### src/inc/ptc_defs.svh
//////////////////////////////////////////////////////////////////////////////
// Purpose: constants of the phase trim and calibration register bank
// Assumes: command codes arrive already decoded from the management port
// Notes:   included by bare name, definitions only
//////////////////////////////////////////////////////////////////////////////
// What this block does
// - unused upper bits of each word ignore writes and read zero
// - hold signed 5-bit third phase trim in bits 9:5, apply to balance
// - hold signed 5-bit second phase trim in bits 4:0, apply to balance
// - trim fields are two's complement, 6.256 mV per step
// - bits 12:8 hold temperature offset, one degree per step, added
// - bits 7:0 hold temperature gain multiplying sensed temperature voltage
// - junction temperature equals gain/1.6 times volts plus offset
// - calibrated temperature is returned by readback command 8Dh
// - 10-bit gain in bits 9:0 scales the rail 1 phase current limit
// - sensed input divider voltage becomes input voltage for on-time, OVP
//////////////////////////////////////////////////////////////////////////////
`ifndef PTC_DEFS_SVH
`define PTC_DEFS_SVH

// command codes
`define PTC_CMD_TRIM 8'hD1
`define PTC_CMD_TCAL 8'hD2
`define PTC_CMD_SLOPE 8'hD3
`define PTC_CMD_RATIO 8'hD4
`define PTC_CMD_TEMP 8'h8D

// writable bits of each word
`define PTC_MASK_TRIM 16'h03FF
`define PTC_MASK_TCAL 16'h1FFF
`define PTC_MASK_SLOPE 16'h03FF
`define PTC_MASK_RATIO 16'h00FF

// field positions
`define PTC_TRIM3_MSB 9
`define PTC_TRIM3_LSB 5
`define PTC_TRIM2_MSB 4
`define PTC_TRIM2_LSB 0
`define PTC_TOFS_MSB 12
`define PTC_TOFS_LSB 8
`define PTC_TGAIN_MSB 7
`define PTC_TGAIN_LSB 0
`define PTC_SLOPE_MSB 9
`define PTC_RATIO_MSB 7

// reset values
`define PTC_RST_TRIM 10'h000
`define PTC_RST_TCAL 13'h0AA0
`define PTC_RST_SLOPE 10'h000
`define PTC_RST_RATIO 8'h55

// arithmetic scaling
`define PTC_VIN_SHIFT 10
`define PTC_TEMP_NUM 3'h5
`define PTC_TEMP_SHIFT 15
`define PTC_DIV_STEPS 5'h16
`define PTC_SENSE_MAX 13'h0FFF

`endif

### src/inc/ptc_pkg.sv
//////////////////////////////////////////////////////////////////////////////
// Purpose: types of the phase trim and calibration register bank
// Assumes: nothing
// Notes:   used only by scoped names
//////////////////////////////////////////////////////////////////////////////
package ptc_pkg;

   // two current-sense trims
   typedef struct packed {
      logic signed [4:0] third;
      logic signed [4:0] second;
   } ptc_trim_t;

   // temperature calibration
   typedef struct packed {
      logic [4:0] offset;
      logic [7:0] gain;
   } ptc_tcal_t;

   // whole configuration seen by the loops
   typedef struct packed {
      ptc_trim_t trim;
      ptc_tcal_t tcal;
      logic [9:0] slope;
      logic [7:0] ratio;
   } ptc_cfg_t;

   // divider sequence, gray along idle-run-done
   typedef enum logic [1:0] {
      DIV_IDLE = 2'h0,
      DIV_RUN = 2'h1,
      DIV_DONE = 2'h3
   } ptc_div_state_t;

endpackage

### src/core/ptc_vin_div.sv
//////////////////////////////////////////////////////////////////////////////
// Purpose: serial divider turning divider voltage into input voltage
// Assumes: start only while idle
// Notes:   22 steps, quotient clamps to 16 bits, zero ratio gives all ones
//////////////////////////////////////////////////////////////////////////////
`timescale 1ns/1ns
`include "ptc_defs.svh"

module ptc_vin_div (
   // clock and reset
   input wire logic clk_i,
   input wire logic resetn_i,
   // request
   input wire logic start_i,
   input wire logic [21:0] dividend_i,
   input wire logic [7:0] divisor_i,
   // answer
   output logic busy_o,
   output logic done_o,
   output logic [15:0] quot_o
);

   ptc_pkg::ptc_div_state_t state_reg, state_next;
   logic [21:0] dvd_reg, dvd_next;
   logic [21:0] q_reg, q_next;
   logic [8:0] rem_reg, rem_next;
   logic [7:0] div_reg, div_next;
   logic [4:0] cnt_reg, cnt_next;
   logic [15:0] quot_reg, quot_next;

   // one restoring step per cycle
   always_comb begin
      logic [8:0] sh;
      logic [21:0] qn;
      sh = {rem_reg[7:0], dvd_reg[21]};
      qn = {q_reg[20:0], 1'b0};
      state_next = state_reg;
      dvd_next = dvd_reg;
      q_next = q_reg;
      rem_next = rem_reg;
      div_next = div_reg;
      cnt_next = cnt_reg;
      quot_next = quot_reg;
      case (state_reg)
         ptc_pkg::DIV_IDLE: begin
            if (start_i) begin
               dvd_next = dividend_i;
               div_next = divisor_i;
               q_next = 22'h000000;
               rem_next = 9'h000;
               cnt_next = 5'h00;
               state_next = ptc_pkg::DIV_RUN;
            end
         end
         ptc_pkg::DIV_RUN: begin
            if (sh >= {1'b0, div_reg}) begin
               rem_next = sh - {1'b0, div_reg};
               qn[0] = 1'b1;
            end else begin
               rem_next = sh;
            end
            q_next = qn;
            dvd_next = {dvd_reg[20:0], 1'b0};
            cnt_next = cnt_reg + 5'h01;
            if (cnt_reg == `PTC_DIV_STEPS - 5'h01) begin
               quot_next = (qn[21:16] != 6'h00) ? 16'hFFFF : qn[15:0];
               state_next = ptc_pkg::DIV_DONE;
            end
         end
         ptc_pkg::DIV_DONE: begin
            state_next = ptc_pkg::DIV_IDLE;
         end
         default: begin
            state_next = ptc_pkg::DIV_IDLE;
         end
      endcase
   end

   // register the step
   always_ff @(posedge clk_i or negedge resetn_i) begin
      if (!resetn_i) begin
         state_reg <= ptc_pkg::DIV_IDLE;
         dvd_reg <= 22'h000000;
         q_reg <= 22'h000000;
         rem_reg <= 9'h000;
         div_reg <= 8'h00;
         cnt_reg <= 5'h00;
         quot_reg <= 16'h0000;
      end else begin
         state_reg <= state_next;
         dvd_reg <= dvd_next;
         q_reg <= q_next;
         rem_reg <= rem_next;
         div_reg <= div_next;
         cnt_reg <= cnt_next;
         quot_reg <= quot_next;
      end
   end

   // handshake outputs
   assign busy_o = (state_reg != ptc_pkg::DIV_IDLE);
   assign done_o = (state_reg == ptc_pkg::DIV_DONE);
   assign quot_o = quot_reg;

endmodule // ptc_vin_div

### src/core/ptc_regs.sv
//////////////////////////////////////////////////////////////////////////////
// Purpose: phase trim and calibration words with their datapaths
// Assumes: management port front end delivers decoded command strobes
// Notes:   sense samples share clk_i; trim step equals one sense code step
//////////////////////////////////////////////////////////////////////////////
`timescale 1ns/1ns
`include "ptc_defs.svh"

module ptc_regs (
   // clock and reset
   input wire logic clk_i,
   input wire logic resetn_i,
   // command port
   input wire logic [7:0] cmd_code_i,
   input wire logic cmd_wr_i,
   input wire logic cmd_rd_i,
   input wire logic [15:0] cmd_wdata_i,
   output logic [15:0] cmd_rdata_o,
   output logic cmd_rvalid_o,
   output logic cmd_unsup_o,
   // current balance loop
   input wire logic sense_valid_i,
   input wire logic [11:0] third_phase_sense_i,
   input wire logic [11:0] second_phase_sense_i,
   output logic [11:0] third_phase_bal_o,
   output logic [11:0] second_phase_bal_o,
   // temperature
   input wire logic thermal_valid_i,
   input wire logic [11:0] thermal_sense_input_i,
   output logic [8:0] junction_temp_o,
   // phase overcurrent
   input wire logic [7:0] ocp_setting_i,
   output logic [17:0] per_phase_overcurrent_o,
   // input voltage
   input wire logic input_sense_valid_i,
   input wire logic [11:0] input_sense_pin_i,
   input wire logic [15:0] vin_ovp_level_i,
   output logic [15:0] vin_o,
   output logic vin_valid_o,
   output logic vin_ovp_o,
   // configuration view
   output ptc_pkg::ptc_cfg_t cfg_o
);

   //////////////////////////////////////////////////////////////////////////
   // decode helpers
   //////////////////////////////////////////////////////////////////////////

   // writable bits of a word, zero for anything not writable
   function automatic logic [15:0] wmask(input logic [7:0] code);
      case (code)
         `PTC_CMD_TRIM: wmask = `PTC_MASK_TRIM;
         `PTC_CMD_TCAL: wmask = `PTC_MASK_TCAL;
         `PTC_CMD_SLOPE: wmask = `PTC_MASK_SLOPE;
         `PTC_CMD_RATIO: wmask = `PTC_MASK_RATIO;
         default: wmask = 16'h0000;
      endcase
   endfunction

   // any code this bank answers
   function automatic logic known(input logic [7:0] code);
      known = (wmask(code) != 16'h0000) || (code == `PTC_CMD_TEMP);
   endfunction

   //////////////////////////////////////////////////////////////////////////
   // configuration words
   //////////////////////////////////////////////////////////////////////////

   ptc_pkg::ptc_cfg_t cfg_reg, cfg_next;
   logic [15:0] wd;

   // reserved bits dropped on write
   assign wd = cmd_wdata_i & wmask(cmd_code_i);

   // next configuration
   always_comb begin
      cfg_next = cfg_reg;
      if (cmd_wr_i) begin
         case (cmd_code_i)
            `PTC_CMD_TRIM: begin
               cfg_next.trim.third =
                  wd[`PTC_TRIM3_MSB:`PTC_TRIM3_LSB];
               cfg_next.trim.second =
                  wd[`PTC_TRIM2_MSB:`PTC_TRIM2_LSB];
            end
            `PTC_CMD_TCAL: begin
               cfg_next.tcal.offset =
                  wd[`PTC_TOFS_MSB:`PTC_TOFS_LSB];
               cfg_next.tcal.gain =
                  wd[`PTC_TGAIN_MSB:`PTC_TGAIN_LSB];
            end
            `PTC_CMD_SLOPE: begin
               cfg_next.slope = wd[`PTC_SLOPE_MSB:0];
            end
            `PTC_CMD_RATIO: begin
               cfg_next.ratio = wd[`PTC_RATIO_MSB:0];
            end
            default: begin
               cfg_next = cfg_reg;
            end
         endcase
      end
   end

   // register configuration
   always_ff @(posedge clk_i or negedge resetn_i) begin
      if (!resetn_i) begin
         cfg_reg <= {`PTC_RST_TRIM, `PTC_RST_TCAL, `PTC_RST_SLOPE,
                     `PTC_RST_RATIO};
      end else begin
         cfg_reg <= cfg_next;
      end
   end

   assign cfg_o = cfg_reg;

   //////////////////////////////////////////////////////////////////////////
   // read path
   //////////////////////////////////////////////////////////////////////////

   logic [15:0] rdata_reg, rdata_next;
   logic rvalid_reg, unsup_reg, unsup_next;
   logic [8:0] temp_reg, temp_next;

   // readback, unused bits read zero
   always_comb begin
      rdata_next = rdata_reg;
      unsup_next = (cmd_rd_i || cmd_wr_i) && !known(cmd_code_i);
      if (cmd_wr_i && (cmd_code_i == `PTC_CMD_TEMP)) begin
         unsup_next = 1'b1; // readback word is not writable
      end
      if (cmd_rd_i) begin
         case (cmd_code_i)
            `PTC_CMD_TRIM: rdata_next = {6'h00, cfg_reg.trim};
            `PTC_CMD_TCAL: rdata_next = {3'h0, cfg_reg.tcal};
            `PTC_CMD_SLOPE: rdata_next = {6'h00, cfg_reg.slope};
            `PTC_CMD_RATIO: rdata_next = {8'h00, cfg_reg.ratio};
            `PTC_CMD_TEMP: rdata_next = {7'h00, temp_reg};
            default: rdata_next = 16'h0000;
         endcase
      end
   end

   // register read answer
   always_ff @(posedge clk_i or negedge resetn_i) begin
      if (!resetn_i) begin
         rdata_reg <= 16'h0000;
         rvalid_reg <= 1'b0;
         unsup_reg <= 1'b0;
      end else begin
         rdata_reg <= rdata_next;
         rvalid_reg <= cmd_rd_i;
         unsup_reg <= unsup_next;
      end
   end

   assign cmd_rdata_o = rdata_reg;
   assign cmd_rvalid_o = rvalid_reg;
   assign cmd_unsup_o = unsup_reg;

   //////////////////////////////////////////////////////////////////////////
   // current balance trims
   //////////////////////////////////////////////////////////////////////////

   logic [11:0] bal_reg [2];
   logic [11:0] bal_next [2];
   logic [11:0] sense_in [2];
   logic signed [4:0] trim_in [2];

   assign sense_in[0] = third_phase_sense_i;
   assign sense_in[1] = second_phase_sense_i;
   assign trim_in[0] = cfg_reg.trim.third;
   assign trim_in[1] = cfg_reg.trim.second;

   // signed step added to each phase, clamped to the code range
   for (genvar p = 0; p < 2; p++) begin : g_trim
      always_comb begin
         logic signed [13:0] sum;
         sum = $signed({2'h0, sense_in[p]}) + 14'(trim_in[p]);
         bal_next[p] = bal_reg[p];
         if (sense_valid_i) begin
            if (sum < 14'sh0000) begin
               bal_next[p] = 12'h000;
            end else if (sum > 14'(`PTC_SENSE_MAX)) begin
               bal_next[p] = 12'hFFF;
            end else begin
               bal_next[p] = sum[11:0];
            end
         end
      end

      always_ff @(posedge clk_i or negedge resetn_i) begin
         if (!resetn_i) begin
            bal_reg[p] <= 12'h000;
         end else begin
            bal_reg[p] <= bal_next[p];
         end
      end
   end

   assign third_phase_bal_o = bal_reg[0];
   assign second_phase_bal_o = bal_reg[1];

   //////////////////////////////////////////////////////////////////////////
   // junction temperature and phase limit
   //////////////////////////////////////////////////////////////////////////

   logic [17:0] lim_reg, lim_next;

   // gain/1.6 times volts, 12-bit code spans one volt
   always_comb begin
      logic [22:0] prod;
      prod = 23'(cfg_reg.tcal.gain * thermal_sense_input_i)
             * 23'(`PTC_TEMP_NUM);
      temp_next = temp_reg;
      if (thermal_valid_i) begin
         temp_next = 9'(prod >> `PTC_TEMP_SHIFT)
                     + 9'(cfg_reg.tcal.offset);
      end
      lim_next = 18'(cfg_reg.slope * ocp_setting_i);
   end

   // register temperature and limit
   always_ff @(posedge clk_i or negedge resetn_i) begin
      if (!resetn_i) begin
         temp_reg <= 9'h000;
         lim_reg <= 18'h00000;
      end else begin
         temp_reg <= temp_next;
         lim_reg <= lim_next;
      end
   end

   assign junction_temp_o = temp_reg;
   assign per_phase_overcurrent_o = lim_reg;

   //////////////////////////////////////////////////////////////////////////
   // input voltage
   //////////////////////////////////////////////////////////////////////////

   logic div_busy, div_done, div_start;
   logic [15:0] div_quot;
   logic [15:0] vin_reg, vin_next;
   logic vvalid_reg, ovp_reg, ovp_next;

   // samples arriving while busy are dropped
   assign div_start = input_sense_valid_i && !div_busy;

   // code times 1024 over the programmed ratio
   ptc_vin_div u_div (
      .clk_i(clk_i),
      .resetn_i(resetn_i),
      .start_i(div_start),
      .dividend_i({input_sense_pin_i, 10'h000}),
      .divisor_i(cfg_reg.ratio),
      .busy_o(div_busy),
      .done_o(div_done),
      .quot_o(div_quot)
   );

   // latch result and compare against overvoltage level
   always_comb begin
      vin_next = vin_reg;
      ovp_next = ovp_reg;
      if (div_done) begin
         vin_next = div_quot;
         ovp_next = (div_quot > vin_ovp_level_i);
      end
   end

   // register input voltage
   always_ff @(posedge clk_i or negedge resetn_i) begin
      if (!resetn_i) begin
         vin_reg <= 16'h0000;
         vvalid_reg <= 1'b0;
         ovp_reg <= 1'b0;
      end else begin
         vin_reg <= vin_next;
         vvalid_reg <= div_done;
         ovp_reg <= ovp_next;
      end
   end

   assign vin_o = vin_reg;
   assign vin_valid_o = vvalid_reg;
   assign vin_ovp_o = ovp_reg;
endmodule // ptc_regs

### config.mk
export PLATFORM = sky130hd
export DESIGN_NAME = ptc_regs
export DESIGN_NICKNAME = d
export VERILOG_FILES = /design/src/inc/ptc_pkg.sv /design/src/core/ptc_vin_div.sv /design/src/core/ptc_regs.sv
export VERILOG_INCLUDE_DIRS = /design/src /design/src/inc
export SDC_FILE = /design/constraint.sdc
export NUM_CORES = 1
export LEC_CHECK = 0
export ABC_CLOCK_PERIOD_IN_PS = 8100
export BUFFER_PORTS_ARGS = -buffer_cell sky130_fd_sc_hd__buf_2
export CORE_AREA = 8 8 235 169
export CTS_CLUSTER_SIZE = 12
export DETAILED_ROUTE_END_ITERATION = 8
export DIE_AREA = 0 0 243 177
export PLACE_DENSITY_LB_ADDON = 0.05
export SETUP_SLACK_MARGIN = 0.02
export SYNTH_ARGS = -nofsm -noshare
export SYNTH_HDL_FRONTEND = slang
export SYNTH_SLANG_ARGS = --single-unit
### constraint.sdc
create_clock -name clk_i -period 8.1 [get_ports clk_i]
set_input_delay 0.81 -clock clk_i [delete_from_list [all_inputs] [get_ports clk_i]]
set_output_delay 0.81 -clock clk_i [all_outputs]
set_load 0.05 [all_outputs]
==> results, run 1 <==
- The slowest stage of the critical path is the sky130_fd_sc_hd__dfstp_4 cell.
- The max-slew violation count is 0.
- For met1 alone, demand over resource in global routing was 0.302.
- In this run the clock root is driven by a sky130_fd_sc_hd__clkbuf_16.
- At the worst endpoint, the arrival time is 7.89 ns.
- The critical path contains buffers and inverters numbering 3 combined.
- The shortest period the worst path allows is 7.53 ns.
- The headroom to the max-slew limit is 0.325.
- Synthesis produced a netlist whose cell count is 1652.
- The number of cells on the critical path is 32.
- The final weighted congestion in routability-driven placement is ~0.83.
- The transition at the pin with the smallest max-transition slack is 1.01 ns.
- The count of placed standard cells in the final layout, fillers left out is 2372.
- In this run the number of H-tree levels came out at 4.
- The floorplan has around 60 rows.
- The setup skew after layout is 0.0137 ns.
- The total global-route track usage is 0.205.
- The post-detailed-route count of antenna-violating nets is 0.
- During synthesis, Yosys emitted a total of 0 warnings.
- The design internal power is 0.00214 W.
- The via count of the first global-routing pass was 12615.
- Setup repair after global routing left no endpoint under its margin.
- Across all hold checks on the routed design, the worst slack comes to just over 0.4 ns.
- Dividing the detail-routed via count by the number of cells gives between 5 and 6.
- The CTS tree is yes.
- The worst voltage drop across the vdd grid is 0.122 mV.
- The number of endpoints with negative hold slack in the final report is 0.
- For this design the total switching power over the nets is roughly 0.0013 W.
- The clock slew at the register clock pins of the worst setup and hold paths is 0.08 ns.
- The clock network latency to the later pin of the worst-skew pair is 0.45 ns.
- Clock tree synthesis inserted a total of 17 buffers.
- The portion of the post-synthesis area used by sequential elements is 0.309.
- The net count reported at finish is roughly 2200.
- In this design, the largest share of critical-path delay is due to adder cells.
- The power density normalized to cell area is around 180 nW/um^2.
- Dividing the synthesized area by the synthesized cell count gives 9.69 um^2.
- Of the total power, registers draw 0.404.
- The initial utilization of the core area, before any placement, comes to 0.441.
- Of all nets on the critical path, the largest fanout is 7.
- The critical path is of the reg -> reg type.
- Global routing finished with a remaining overflow of 0.
- STA classifies the critical path startpoint as a flop.
- The maximum number of pins on one net before global-route repair is 84.
- In the synthesized netlist the dominant register cell turns out to be sky130_fd_sc_hd__dfrtp_1.
- The detailed placement HPWL is 34.2 mm.
- The fraction of layout instances using a drive strength above 1 is 0.199.
- Of the total power, the clock network draws 0.273.
- The floorplan step defined a core boundary enclosing 36300 um^2.
- The worst endpoint required time is ~8.5 ns.
- CTS saw roughly 200 sinks.
- With fillers left out, the area of the finished cells amounts to 18500 um^2.
- The first global-routing pass estimated between 70 and 80 mm of wire.
- The run finished with clean final reports.
- The count of cells along the worst register-to-register path is 32.
- The cell that appears most often on the critical path is sky130_fd_sc_hd__fa_1.
- At the placement stage, the worst setup path has a slack of -0.0179 ns.
- The die covers between 40000 and 50000 um^2.
- In this run the most used layer during global routing was met2.
- Across all setup checks in the final design, the least slack found is 0.575 ns.
- about 230 I/O pins were placed.
- The largest single stage delay on the critical path is 0.68 ns.
- The maximum achievable frequency is 133 MHz.
- The flip-flop count of the largest register after layout is ~40.
- The clock tree buffer depth is 2.
- Once placement completed, the tool counted placed cells totaling 2334.
- The reported leakage power is 9.65 nW.
- The detailed-route DRC error count is 0.
- The number of different library cells used by synthesis comes to 77.
- Setup violations remaining at the end of the flow were counted as 0.
- The final wirelength is 44.1 mm.
- The cell area after synthesis is between 15000 and 20000 um^2.
- The total of flip-flops plus latches after synthesis is 197.
- In this run the tool buffered the top-level ports with 224 buffer cells.
- In this run the cell area measured after placement is 17700 um^2.
- The share of total power dissipated in combinational logic is 0.323.
- The layout overhead on the synthesized area is 15.4%.
- In the synthesized netlist the async set-or-reset flop fraction comes to 1.00.
- The initial antenna violation count is 1.
- Yosys mapped a number of flops with a built-in enable equal to 0.
- The most numerous cell in the Yosys netlist is sky130_fd_sc_hd__inv_1.
- The net switching fraction of the power is 0.370.
- Sorting the synthesized cells by area gives the leading types as sky130_fd_sc_hd__dfrtp_1, sky130_fd_sc_hd__fa_1, sky130_fd_sc_hd__ha_1, sky130_fd_sc_hd__and2_1, sky130_fd_sc_hd__inv_1.
- The commonest cells after synthesis are sky130_fd_sc_hd__inv_1, sky130_fd_sc_hd__dfrtp_1, sky130_fd_sc_hd__nand2_1, sky130_fd_sc_hd__ha_1, sky130_fd_sc_hd__and2_1.
- The hold-fix buffer count after cts is 0.
- The max-capacitance violation count is 0.
- Measured along the x axis, the die boundary spans roughly 240 um.
- The synthesized design spends more area on one cell type than any other, namely sky130_fd_sc_hd__dfrtp_1.
- The routed length per instance is 18.6 um.
- The number of search-and-repair iterations in the first detailed-routing pass is 5.
- The fraction of met3 tracks used by global routing is 0.0296.
- The element type at the critical path end is a flop.
- The height of the die is 177 um.
- Of the post-synthesis cell area, the dominant cell type holds 0.296.
- The detailed router placed 12577 vias in this run.
- For this run, global-route usage on met2 was measured as 0.316.
- Measured on the finished design, the core utilization comes to 0.508.
- The worst hold-check path type is in -> async.
- Fill cells in the final layout number 3528.
- The final critical-path share of the clock period is 0.929.
- The violation count after the first detailed-route iteration is 695.
## metrics by stage
| stage | TNS, ns | power (W) |
|---|---|---|
| global placement | 0 | 0.00248 |
| global route | 0 | 0.00360 |
| detailed placement | -0.0179 | 0.00249 |
| floorplan | 0 | 0.00216 |
| finish | 0 | 0.00340 |
| CTS | 0 | 0.00343 |
## logic make-up (layout without fill, tap and decap cells)
logic type,Yosys count,count (layout),share of synthesized area
xor+xnor,65,65,0.0356
fa+ha+maj,277,277,0.269
flops,197,197,0.309
buf+inv,259,487,0.0621
compound gates,346,346,0.153
simple gates,469,469,0.145
mux,38,38,0.0266
other cells,1,5,0.000234
## worst reg2reg max path, delay by kind of cell (launching register included)
family	cells	cell delay, ns
and+or+nand+nor	6	1.09
xor gates and xnor gates	4	0.62
adders and majority gates	8	3.25
buffers and inverters	3	0.14
DFF	1	0.68
AOI/OAI and AO/OA	11	1.64
## cell usage in the layout (no fill, tap or decap), types with 9 or more instances in the layout
cell                        Yosys  layout
sky130_fd_sc_hd__buf_2          2     223
sky130_fd_sc_hd__inv_1        197     197
sky130_fd_sc_hd__dfrtp_1      189     185
sky130_fd_sc_hd__nand2_1      181     181
sky130_fd_sc_hd__ha_1         164     162
sky130_fd_sc_hd__and2_1       120     120
sky130_fd_sc_hd__fa_1         112     112
sky130_fd_sc_hd__o21ai_0       92      90
sky130_fd_sc_hd__nor2_1        59      58
sky130_fd_sc_hd__xnor2_1       49      48
sky130_fd_sc_hd__a21oi_1       45      44
sky130_fd_sc_hd__mux2_2        36      36
sky130_fd_sc_hd__buf_4          3      33
sky130_fd_sc_hd__a21o_1        30      30
sky130_fd_sc_hd__a22o_1        21      21
sky130_fd_sc_hd__nor3_1        20      19
sky130_fd_sc_hd__nand3_1       18      18
sky130_fd_sc_hd__o21a_1        17      17
sky130_fd_sc_hd__clkbuf_16      0      17
sky130_fd_sc_hd__xor2_1        16      16
sky130_fd_sc_hd__o22a_1        16      16
sky130_fd_sc_hd__nor2b_1       15      14
sky130_fd_sc_hd__a31oi_1       14      14
sky130_fd_sc_hd__nand4_1       14      14
sky130_fd_sc_hd__o221a_2       12      12
sky130_fd_sc_hd__a22oi_1       12      12
sky130_fd_sc_hd__o221a_1       10      10
sky130_fd_sc_hd__a211oi_1      10       9
sky130_fd_sc_hd__nand2b_1       9       9
sky130_fd_sc_hd__a221oi_1       9       9
## power by group through the flow
stage          registers (W)  logic, W  clock network, W
2_1_floorplan        0.00153  0.000626                 0
3_3_place_gp         0.00139   0.00109                 0
3_5_place_dp         0.00139   0.00110                 0
4_1_cts              0.00138   0.00110          0.000954
5_1_grt              0.00141   0.00121          0.000990
6_report             0.00138   0.00110          0.000928
## worst paths after layout
kind,slack (ns),endpoint,start
worst max register to register,0.57,junction_temp_o[6],cfg_o[25]
worst max-delay path,0.57,junction_temp_o[6],cfg_o[25]
worst min-delay path,0.41,third_phase_bal_o[11],resetn_i
worst min register to register,0.49,u_div.dvd_reg[11],u_div.dvd_reg[11]
max in group asynchronous,6.26,u_div.cnt_reg[1],resetn_i
min in group clk_i,0.49,u_div.dvd_reg[11],u_div.dvd_reg[11]
## per-layer routing
layer  share of wire  up-vias
li1                -     6057
met1            0.50     6223
met2            0.44      264
met3           0.040       33
met4           0.015        0
met5               0        -
## cell type report
type | instances | area (um^2) | share of cell area
repair buffers | 258 | 1390 | 0.0750
clock inverters | 14 | 189 | 0.0102
flip-flops and latches | 197 | 4950 | 0.268
diodes | 2 | 5.00 | 0.000271
clock buffers | 18 | 439 | 0.0238
well taps | 488 | 611 | 0.0331
inverters | 197 | 739 | 0.0401
multi-input cells | 1198 | 10100 | 0.549
## what timing repair did
item	in CTS	in global routing
resized for setup	0	17
setup buffers	0	4
endpoints found under the setup margin	0	2
Note: power is estimated with default switching activity, not from simulation.
==> run 2: changes to the inputs <==
BUFFER_PORTS_ARGS = -buffer_cell sky130_fd_sc_hd__buf_4   (was -buffer_cell sky130_fd_sc_hd__buf_2)
CORE_AREA = 3 3 230 164   (was 8 8 235 169)
DIE_AREA = 0 0 233 167   (was 0 0 243 177)
==> run 2 against run 1 <==
Utilization is 2.3 points higher. Register-to-register slack got worse by 0.02 ns. Via count is 0.74% higher.
==> results, run 2 (synthesis gave the netlist of run 1 again) <==
- The max-slew violation count is 0.
- After detailed routing, the number of vias per cell comes to 5.37.
- The clock slew at the register clock pins of the worst setup and hold paths is ~0.08 ns.
- For this run, the slowest stage of the critical path takes 0.69 ns.
- Dividing total power by cell area gives a power density of around 180 nW/um^2.
- For this design the top-level I/O count stands at 231.
- The post-placement setup slack is 0.0290 ns.
- The congestion estimate from routability-driven global placement came to 0.825.
- The area growth from synthesis to layout is 18.8%.
- For this block, the routed nets add up to 42.7 mm of wire.
- After detailed routing, the number of remaining DRC violations is 0.
- Of the total power, combinational logic draws 0.334.
- In this run the remaining antenna-violating nets after routing total 0.
- TritonCTS created 17 clock buffers.
- The H-tree generated during clock tree synthesis spans 4 levels.
- Before antenna repair, the detailed router went through 5 iterations.
- The die is 233 um wide.
- The reported leakage power is 9.74 nW.
- In the layout the commonest cells are sky130_fd_sc_hd__buf_4, sky130_fd_sc_hd__inv_1, sky130_fd_sc_hd__dfrtp_1.
- The die area is 38900 um^2.
- The commonest non-fill, non-tap cell in the layout is sky130_fd_sc_hd__buf_4.
- The maximum fanout encountered on the critical timing path is 6.
- The critical path startpoint category is a flop.
- The worst register-to-register path ends at junction_temp_o[6].
- Entering global routing, the biggest net connects just over 90 pins.
- In this run the vertical extent of the chip is roughly 170 um.
- The number of endpoints with negative hold slack in the final report is 0.
- The clock tree buffer depth is 2.
- The shortest period the worst path allows is 7.55 ns.
- For this design the total switching power over the nets is 0.00131 W.
- The final setup slack of the worst path is around 0.55 ns.
- The design internal power is 0.00211 W.
- For the pin with the worst max-slew slack, the measured transition is ~1.1 ns.
- The gate family responsible for the most delay along the worst path is adder cells.
- In the final layout, the share of cells above drive strength 1 is 0.202.
- The arrival time at the worst endpoint is 7.93 ns.
- Of the total power, the share spent switching nets is 0.383.
- The final critical-path share of the clock period is 0.932.
- For this design, the slowest cell found on the critical path is sky130_fd_sc_hd__dfstp_4.
- In this run the tool buffered the top-level ports with 224 buffer cells.
- The floorplan step defined a core boundary enclosing 35800 um^2.
- The worst pin sits at a relative slew slack of 0.252.
- The initial cell density of the core is 0.447.
- The tree is rooted in a sky130_fd_sc_hd__clkbuf_16.
- The overall via count from detail_route is 12670.
- Clock tree synthesis found a total of around 200 sinks.
- The startpoint of the lowest-slack register-to-register path is cfg_o[23].
- The first global-routing pass estimated 68.3 mm of wire.
- Across the routed clock network, the largest skew measured is 0.0122 ns.
- The worst hold path belongs to the class in -> async.
- At the later pin of the worst-skew pair, clock insertion delay measures 0.46 ns.
- STA puts the critical path data required time at 8.48 ns.
- The count of cells along the worst register-to-register path is 31.
- The detailed router finished its first iteration with between 800 and 900 violations.
- The routed length per instance is between 15 and 20 um.
- The net count reported at finish is between 2000 and 2500.
- Of the total power, registers draw 0.404.
- Across every metal layer, demand over resource in global routing totals 0.221.
- The run finished with clean final reports.
- Setup repair after global routing left no endpoint under its margin.
- The via count of the first global-routing pass was 12223.
- The worst path buffer plus inverter count is 6.
- The detailed placement HPWL is 33.3 mm.
- The cell row count is 58.
- The flip-flop count of the largest register after layout is 41.
- The setup check on the worst reg-to-reg path leaves a slack of 0.55 ns.
- The initial antenna violation count came to 1.
- The number of setup violations in the final report is 0.
- The max-capacitance violation count is 0.
- The worst setup path is of the reg -> reg kind.
- The total overflow reported by the global router is 0.
- Of the total power, the clock network draws 0.262.
- Adding up every negative setup slack in the final design gives 0 ns.
- The worst voltage drop across the vdd grid is about 0.14 mV.
- The element type at the critical path end is a flop.
- TritonCTS built the clock tree.
- The maximum achievable frequency is 133 MHz.
-- run 2: power groups by stage --
stage | Combinational, W | Sequential (W) | Clock [W]
detailed placement | 0.00114 | 0.00140 | 0
finish | 0.00114 | 0.00138 | 0.000897
global placement | 0.00112 | 0.00140 | 0
global route | 0.00126 | 0.00141 | 0.000956
CTS | 0.00114 | 0.00138 | 0.000916
floorplan | 0.000626 | 0.00153 | 0
-- run 2: layout make-up --
type	count	area [um^2]
tap	480	601
antenna	1	2.50
sequential	197	4950
multi-input combinational	1198	10200
fill	3318	16800
inverter	197	739
clock inverter	15	189
clock buffer	17	425
timing repair buffer	256	1930
-- run 2: layer usage --
| metal | track usage | routed length [um] | vias up |
|---|---|---|---|
| met3 | 0.0311 | 1930 | 35 |
| met2 | 0.325 | 18500 | 294 |
| li1 | - | - | 6051 |
| met1 | 0.345 | 21600 | 6290 |
| met4 | 0.0482 | 652 | 0 |
| met5 | 0 | 0 | - |
-- run 2: timing repair --
item                                    4_1_cts  5_1_grt
hold buffers                                  0        0
gates resized for setup                       0       26
buffers inserted                              0        5
endpoints found under the setup margin        0        3
endpoints found under the hold margin         0        0
-- run 2: how the worst max path moves through the flow --
stage / depth (start not counted) / endpoint / start
after floorplan: 33 / junction_temp_o[6] / cfg_o[25]
after global placement: 32 / junction_temp_o[6] / thermal_sense_input_i[0]
after detailed placement: 31 / junction_temp_o[6] / thermal_sense_input_i[1]
after CTS: 31 / junction_temp_o[6] / cfg_o[25]
after global routing: 34 / junction_temp_o[6] / cfg_o[23]
final: 31 / junction_temp_o[6] / cfg_o[23]
-- run 2: through the flow --
step           utilization  std cells  hold slack (ns)  total power [W]  instance area, um^2
6_report             0.531       2361            0.361          0.00342                19000
5_1_grt              0.531       2360            0.434          0.00363                19000
4_1_cts              0.528       2355            0.421          0.00344                18900
3_5_place_dp         0.510       2323            0.473          0.00254                18300
3_3_place_gp         0.510       2323            0.464          0.00252                18300
2_1_floorplan            -       1654            0.450          0.00216                16000
==> run 3: changes to the inputs <==
PLACE_DENSITY = 0.77   (was not set)
PLACE_DENSITY_LB_ADDON = not set   (was 0.05)
==> run 3 against run 2 <==
Flip-flop and latch count did not move. Clock skew is 0.0024 ns lower. Clock power fell by 2%. Fmax is 1.2% lower. Register-to-register slack worse by 0.09 ns. Sequential power about the same. Utilization fell by 0.31 points. Via count up 1.5%. First-iteration DRC count fell by 2.1%. Global-route usage down 0.13 points.
==> results, run 3 (synthesis gave the netlist of run 1 again) <==
- The routed length per instance is approximately 18 um.
- The commonest non-fill, non-tap cell in the layout is sky130_fd_sc_hd__buf_4.
- The post-placement setup slack is -0.0785 ns.
- Row generation in the floorplan step produced between 50 and 60 rows.
- The layout filler cell count is 3161.
- In the finished design, the share of the clock period the worst path needs comes to 0.943.
- The total overflow reported by the global router is 0.
- The core area is 35800 um^2.
- Setup slack closes at roughly 0.46 ns.
- Of the total power, the share spent switching nets is 0.370.
- Leaving out fill and tap cells, the most frequent cells in the layout are sky130_fd_sc_hd__buf_4, sky130_fd_sc_hd__inv_1, sky130_fd_sc_hd__dfrtp_1.
- The number of search-and-repair iterations in the first detailed-routing pass is 5.
- The sink count of the clock tree is 197.
- The via count of the first global-routing pass was between 10000 and 15000.
- The number of buffers added by the clock tree synthesis step is 17.
- The final sum of negative setup slack is 0 ns.
- The height of the die is 167 um.
- The maximum number of pins on one net before global-route repair is 78.
- The clock passes through at most 2 buffers.
- The max-slew violation count came to 0.
- The die area is 38900 um^2.
- The critical path start-end classification is reg -> reg.
- The flow ran to the end, and the final reports show no timing, DRC or antenna violations.
- Across the run, the number of max-cap violations was 0.
- Of the total power, registers draw 0.406.
- In this run the power density over the cells is 181 nW/um^2.
- For the worst-skew pair, the clock arrives at the later sink with an insertion delay of 0.44 ns.
- The initial cell density of the core is 0.447.
- After clock tree synthesis, the clock-pin slew on the worst setup and hold paths is 0.08 ns.
- The number of setup violations in the final report is 0.
- The register with the most flip-flops in the layout has 41 of them.
- The net count reported at finish is 2238.
- Wires add up to 42.7 mm.
- The CTS tree is yes.
- The transition at the pin with the smallest max-transition slack is about 1.2 ns.
- In this design, the critical path's most frequently occurring cell is sky130_fd_sc_hd__fa_1.
- The detailed-route DRC error count is 0.
- The detailed placement HPWL is about 34 mm.
- In this design, the stage delay of the slowest critical-path cell is 0.63 ns.
- The fraction of layout instances using a drive strength above 1 is 0.193.
- The initial antenna violation count is 5.
- The tree is rooted in a sky130_fd_sc_hd__clkbuf_16.
- The detailed router placed 12865 vias in this run.
- Headroom to the max-slew limit came out at 0.223.
- Once layout is done, the placed cells without fillers occupy between 15000 and 20000 um^2.
- The worst setup path is captured at a flop.
- The number of levels the H-tree was split into is 4.
- The share of total power dissipated in combinational logic is 0.337.
- The maximum fanout encountered on the critical timing path is 6.
- The critical path startpoint category is a flop.
- Dividing the detail-routed via count by the number of cells gives 5.46.
- After the first detailed-routing iteration, the DRC count stood at 868.
- In this run the static leakage power is 9.68 nW.
- The placed instance area is ~18000 um^2.
- The clock network power share is 0.258.
- The arrival time at the worst endpoint is 8.00 ns.
- The total global-route track usage is 0.220.
- Once placement completed, the tool counted placed cells totaling ~2300.
- The layout overhead on the synthesized area is 18.1%.
- The count of placed standard cells in the final layout, fillers left out is 2355.
- The I/O pin total is 231.
- Buffers placed on the I/O ports in this run total ~220.
- Once detail routing completed, the nets flagged for antenna violations numbered 0.
- IR analysis of the VDD net gives a maximum drop of 0.129 mV.
- The final weighted congestion in routability-driven placement is 0.914.
- The library cell contributing the largest single delay on the critical path is sky130_fd_sc_hd__dfstp_2.
- The number of endpoints with negative hold slack in the final report was 0.
- For the finished layout, the period the worst path requires is 7.64 ns.
- The maximum achievable frequency is around 130 MHz.
- STA puts the critical path data required time at approximately 8.5 ns.
- In this run the worst hold path is classified as in -> async.
- The hold-fix buffer count after cts is 0.
- The net switching component of the power is around 0.0013 W.
- The setup skew after layout is roughly 0.01 ns.
- The first global-routing pass estimated 68.9 mm of wire.
- The x dimension of the die is roughly 230 um.
- Setup repair after global routing left no endpoint under its margin.
- The design internal power is 0.00215 W.
run 3: cell count changes in the layout (fill, tap and decap cells not counted), moves of 2 or more:
cell                        change
sky130_fd_sc_hd__inv_6          -4
sky130_fd_sc_hd__clkinv_8       -2
sky130_fd_sc_hd__bufinv_16      +2
sky130_fd_sc_hd__inv_12         -3
sky130_fd_sc_hd__diode_2        +3
sky130_fd_sc_hd__a21oi_1        +2
sky130_fd_sc_hd__a21oi_2        -2
sky130_fd_sc_hd__dfstp_2        +2
sky130_fd_sc_hd__buf_4          -8
sky130_fd_sc_hd__dfstp_4        -2
sky130_fd_sc_hd__clkinv_2       +2
run 3: final cells by class:
type | instances | area (um^2) | area share
multi-input combinational | 1198 | 10100 | 0.536
antenna | 4 | 10.0 | 0.000530
clock buffer | 18 | 429 | 0.0227
tap | 480 | 601 | 0.0318
sequential | 197 | 4940 | 0.262
clock inverter | 13 | 170 | 0.00901
inverter | 197 | 739 | 0.0391
timing repair buffer | 248 | 1870 | 0.0989
run 3: final timing paths:
check / slack (ns) / cells after the start / endpoint / startpoint
worst max-delay path: 0.46 / 30 / junction_temp_o[6] / cfg_o[23]
worst min-delay path: 0.30 / 1 / second_phase_bal_o[1] / resetn_i
max in group asynchronous: 6.40 / 2 / cfg_o[21] / resetn_i
worst max register to register: 0.46 / 30 / junction_temp_o[6] / cfg_o[23]
min in group clk_i: 0.49 / 2 / u_div.dvd_reg[19] / u_div.dvd_reg[19]
worst min register to register: 0.49 / 2 / u_div.dvd_reg[19] / u_div.dvd_reg[19]
run 3: worst max-delay path, delay by kind of cell, from the launching register on:
family	cells	cell delay (ns)
buffers and inverters	4	0.41
and+or+nand+nor	7	1.17
adders and majority gates	8	3.44
DFF	1	0.63
xor gates and xnor gates	3	0.53
AOI/OAI and AO/OA	8	1.39
run 3: per-layer routing:
metal | wire [um] | global-route usage | part of all wire
met3 | 2040 | 0.0270 | 0.048
met4 | 947 | 0.0655 | 0.022
met5 | 0 | 0 | 0
met2 | 20000 | 0.355 | 0.47
met1 | 19700 | 0.311 | 0.46
run 3: timing repair:
| item | in CTS | in global routing |
|---|---|---|
| setup endpoints to repair | 0 | 1 |
| resized for setup | 0 | 18 |
| setup buffers | 0 | 2 |
run 3: power groups by stage:
stage / Clock [W] / Combinational [W] / Sequential [W]
after detailed placement: 0 / 0.00114 / 0.00140
after floorplan: 0 / 0.000626 / 0.00153
after global placement: 0 / 0.00110 / 0.00139
after global routing: 0.000932 / 0.00126 / 0.00141
after CTS: 0.000896 / 0.00115 / 0.00138
final: 0.000879 / 0.00115 / 0.00138
run 3: stage by stage:
| step | hold WS, ns | total power (W) | util |
|---|---|---|---|
| floorplan | 0.450 | 0.00216 | - |
| global placement | 0.461 | 0.00248 | 0.509 |
| detailed placement | 0.474 | 0.00254 | 0.509 |
| CTS | 0.301 | 0.00342 | 0.526 |
| global route | 0.319 | 0.00360 | 0.528 |
| finish | 0.296 | 0.00341 | 0.528 |
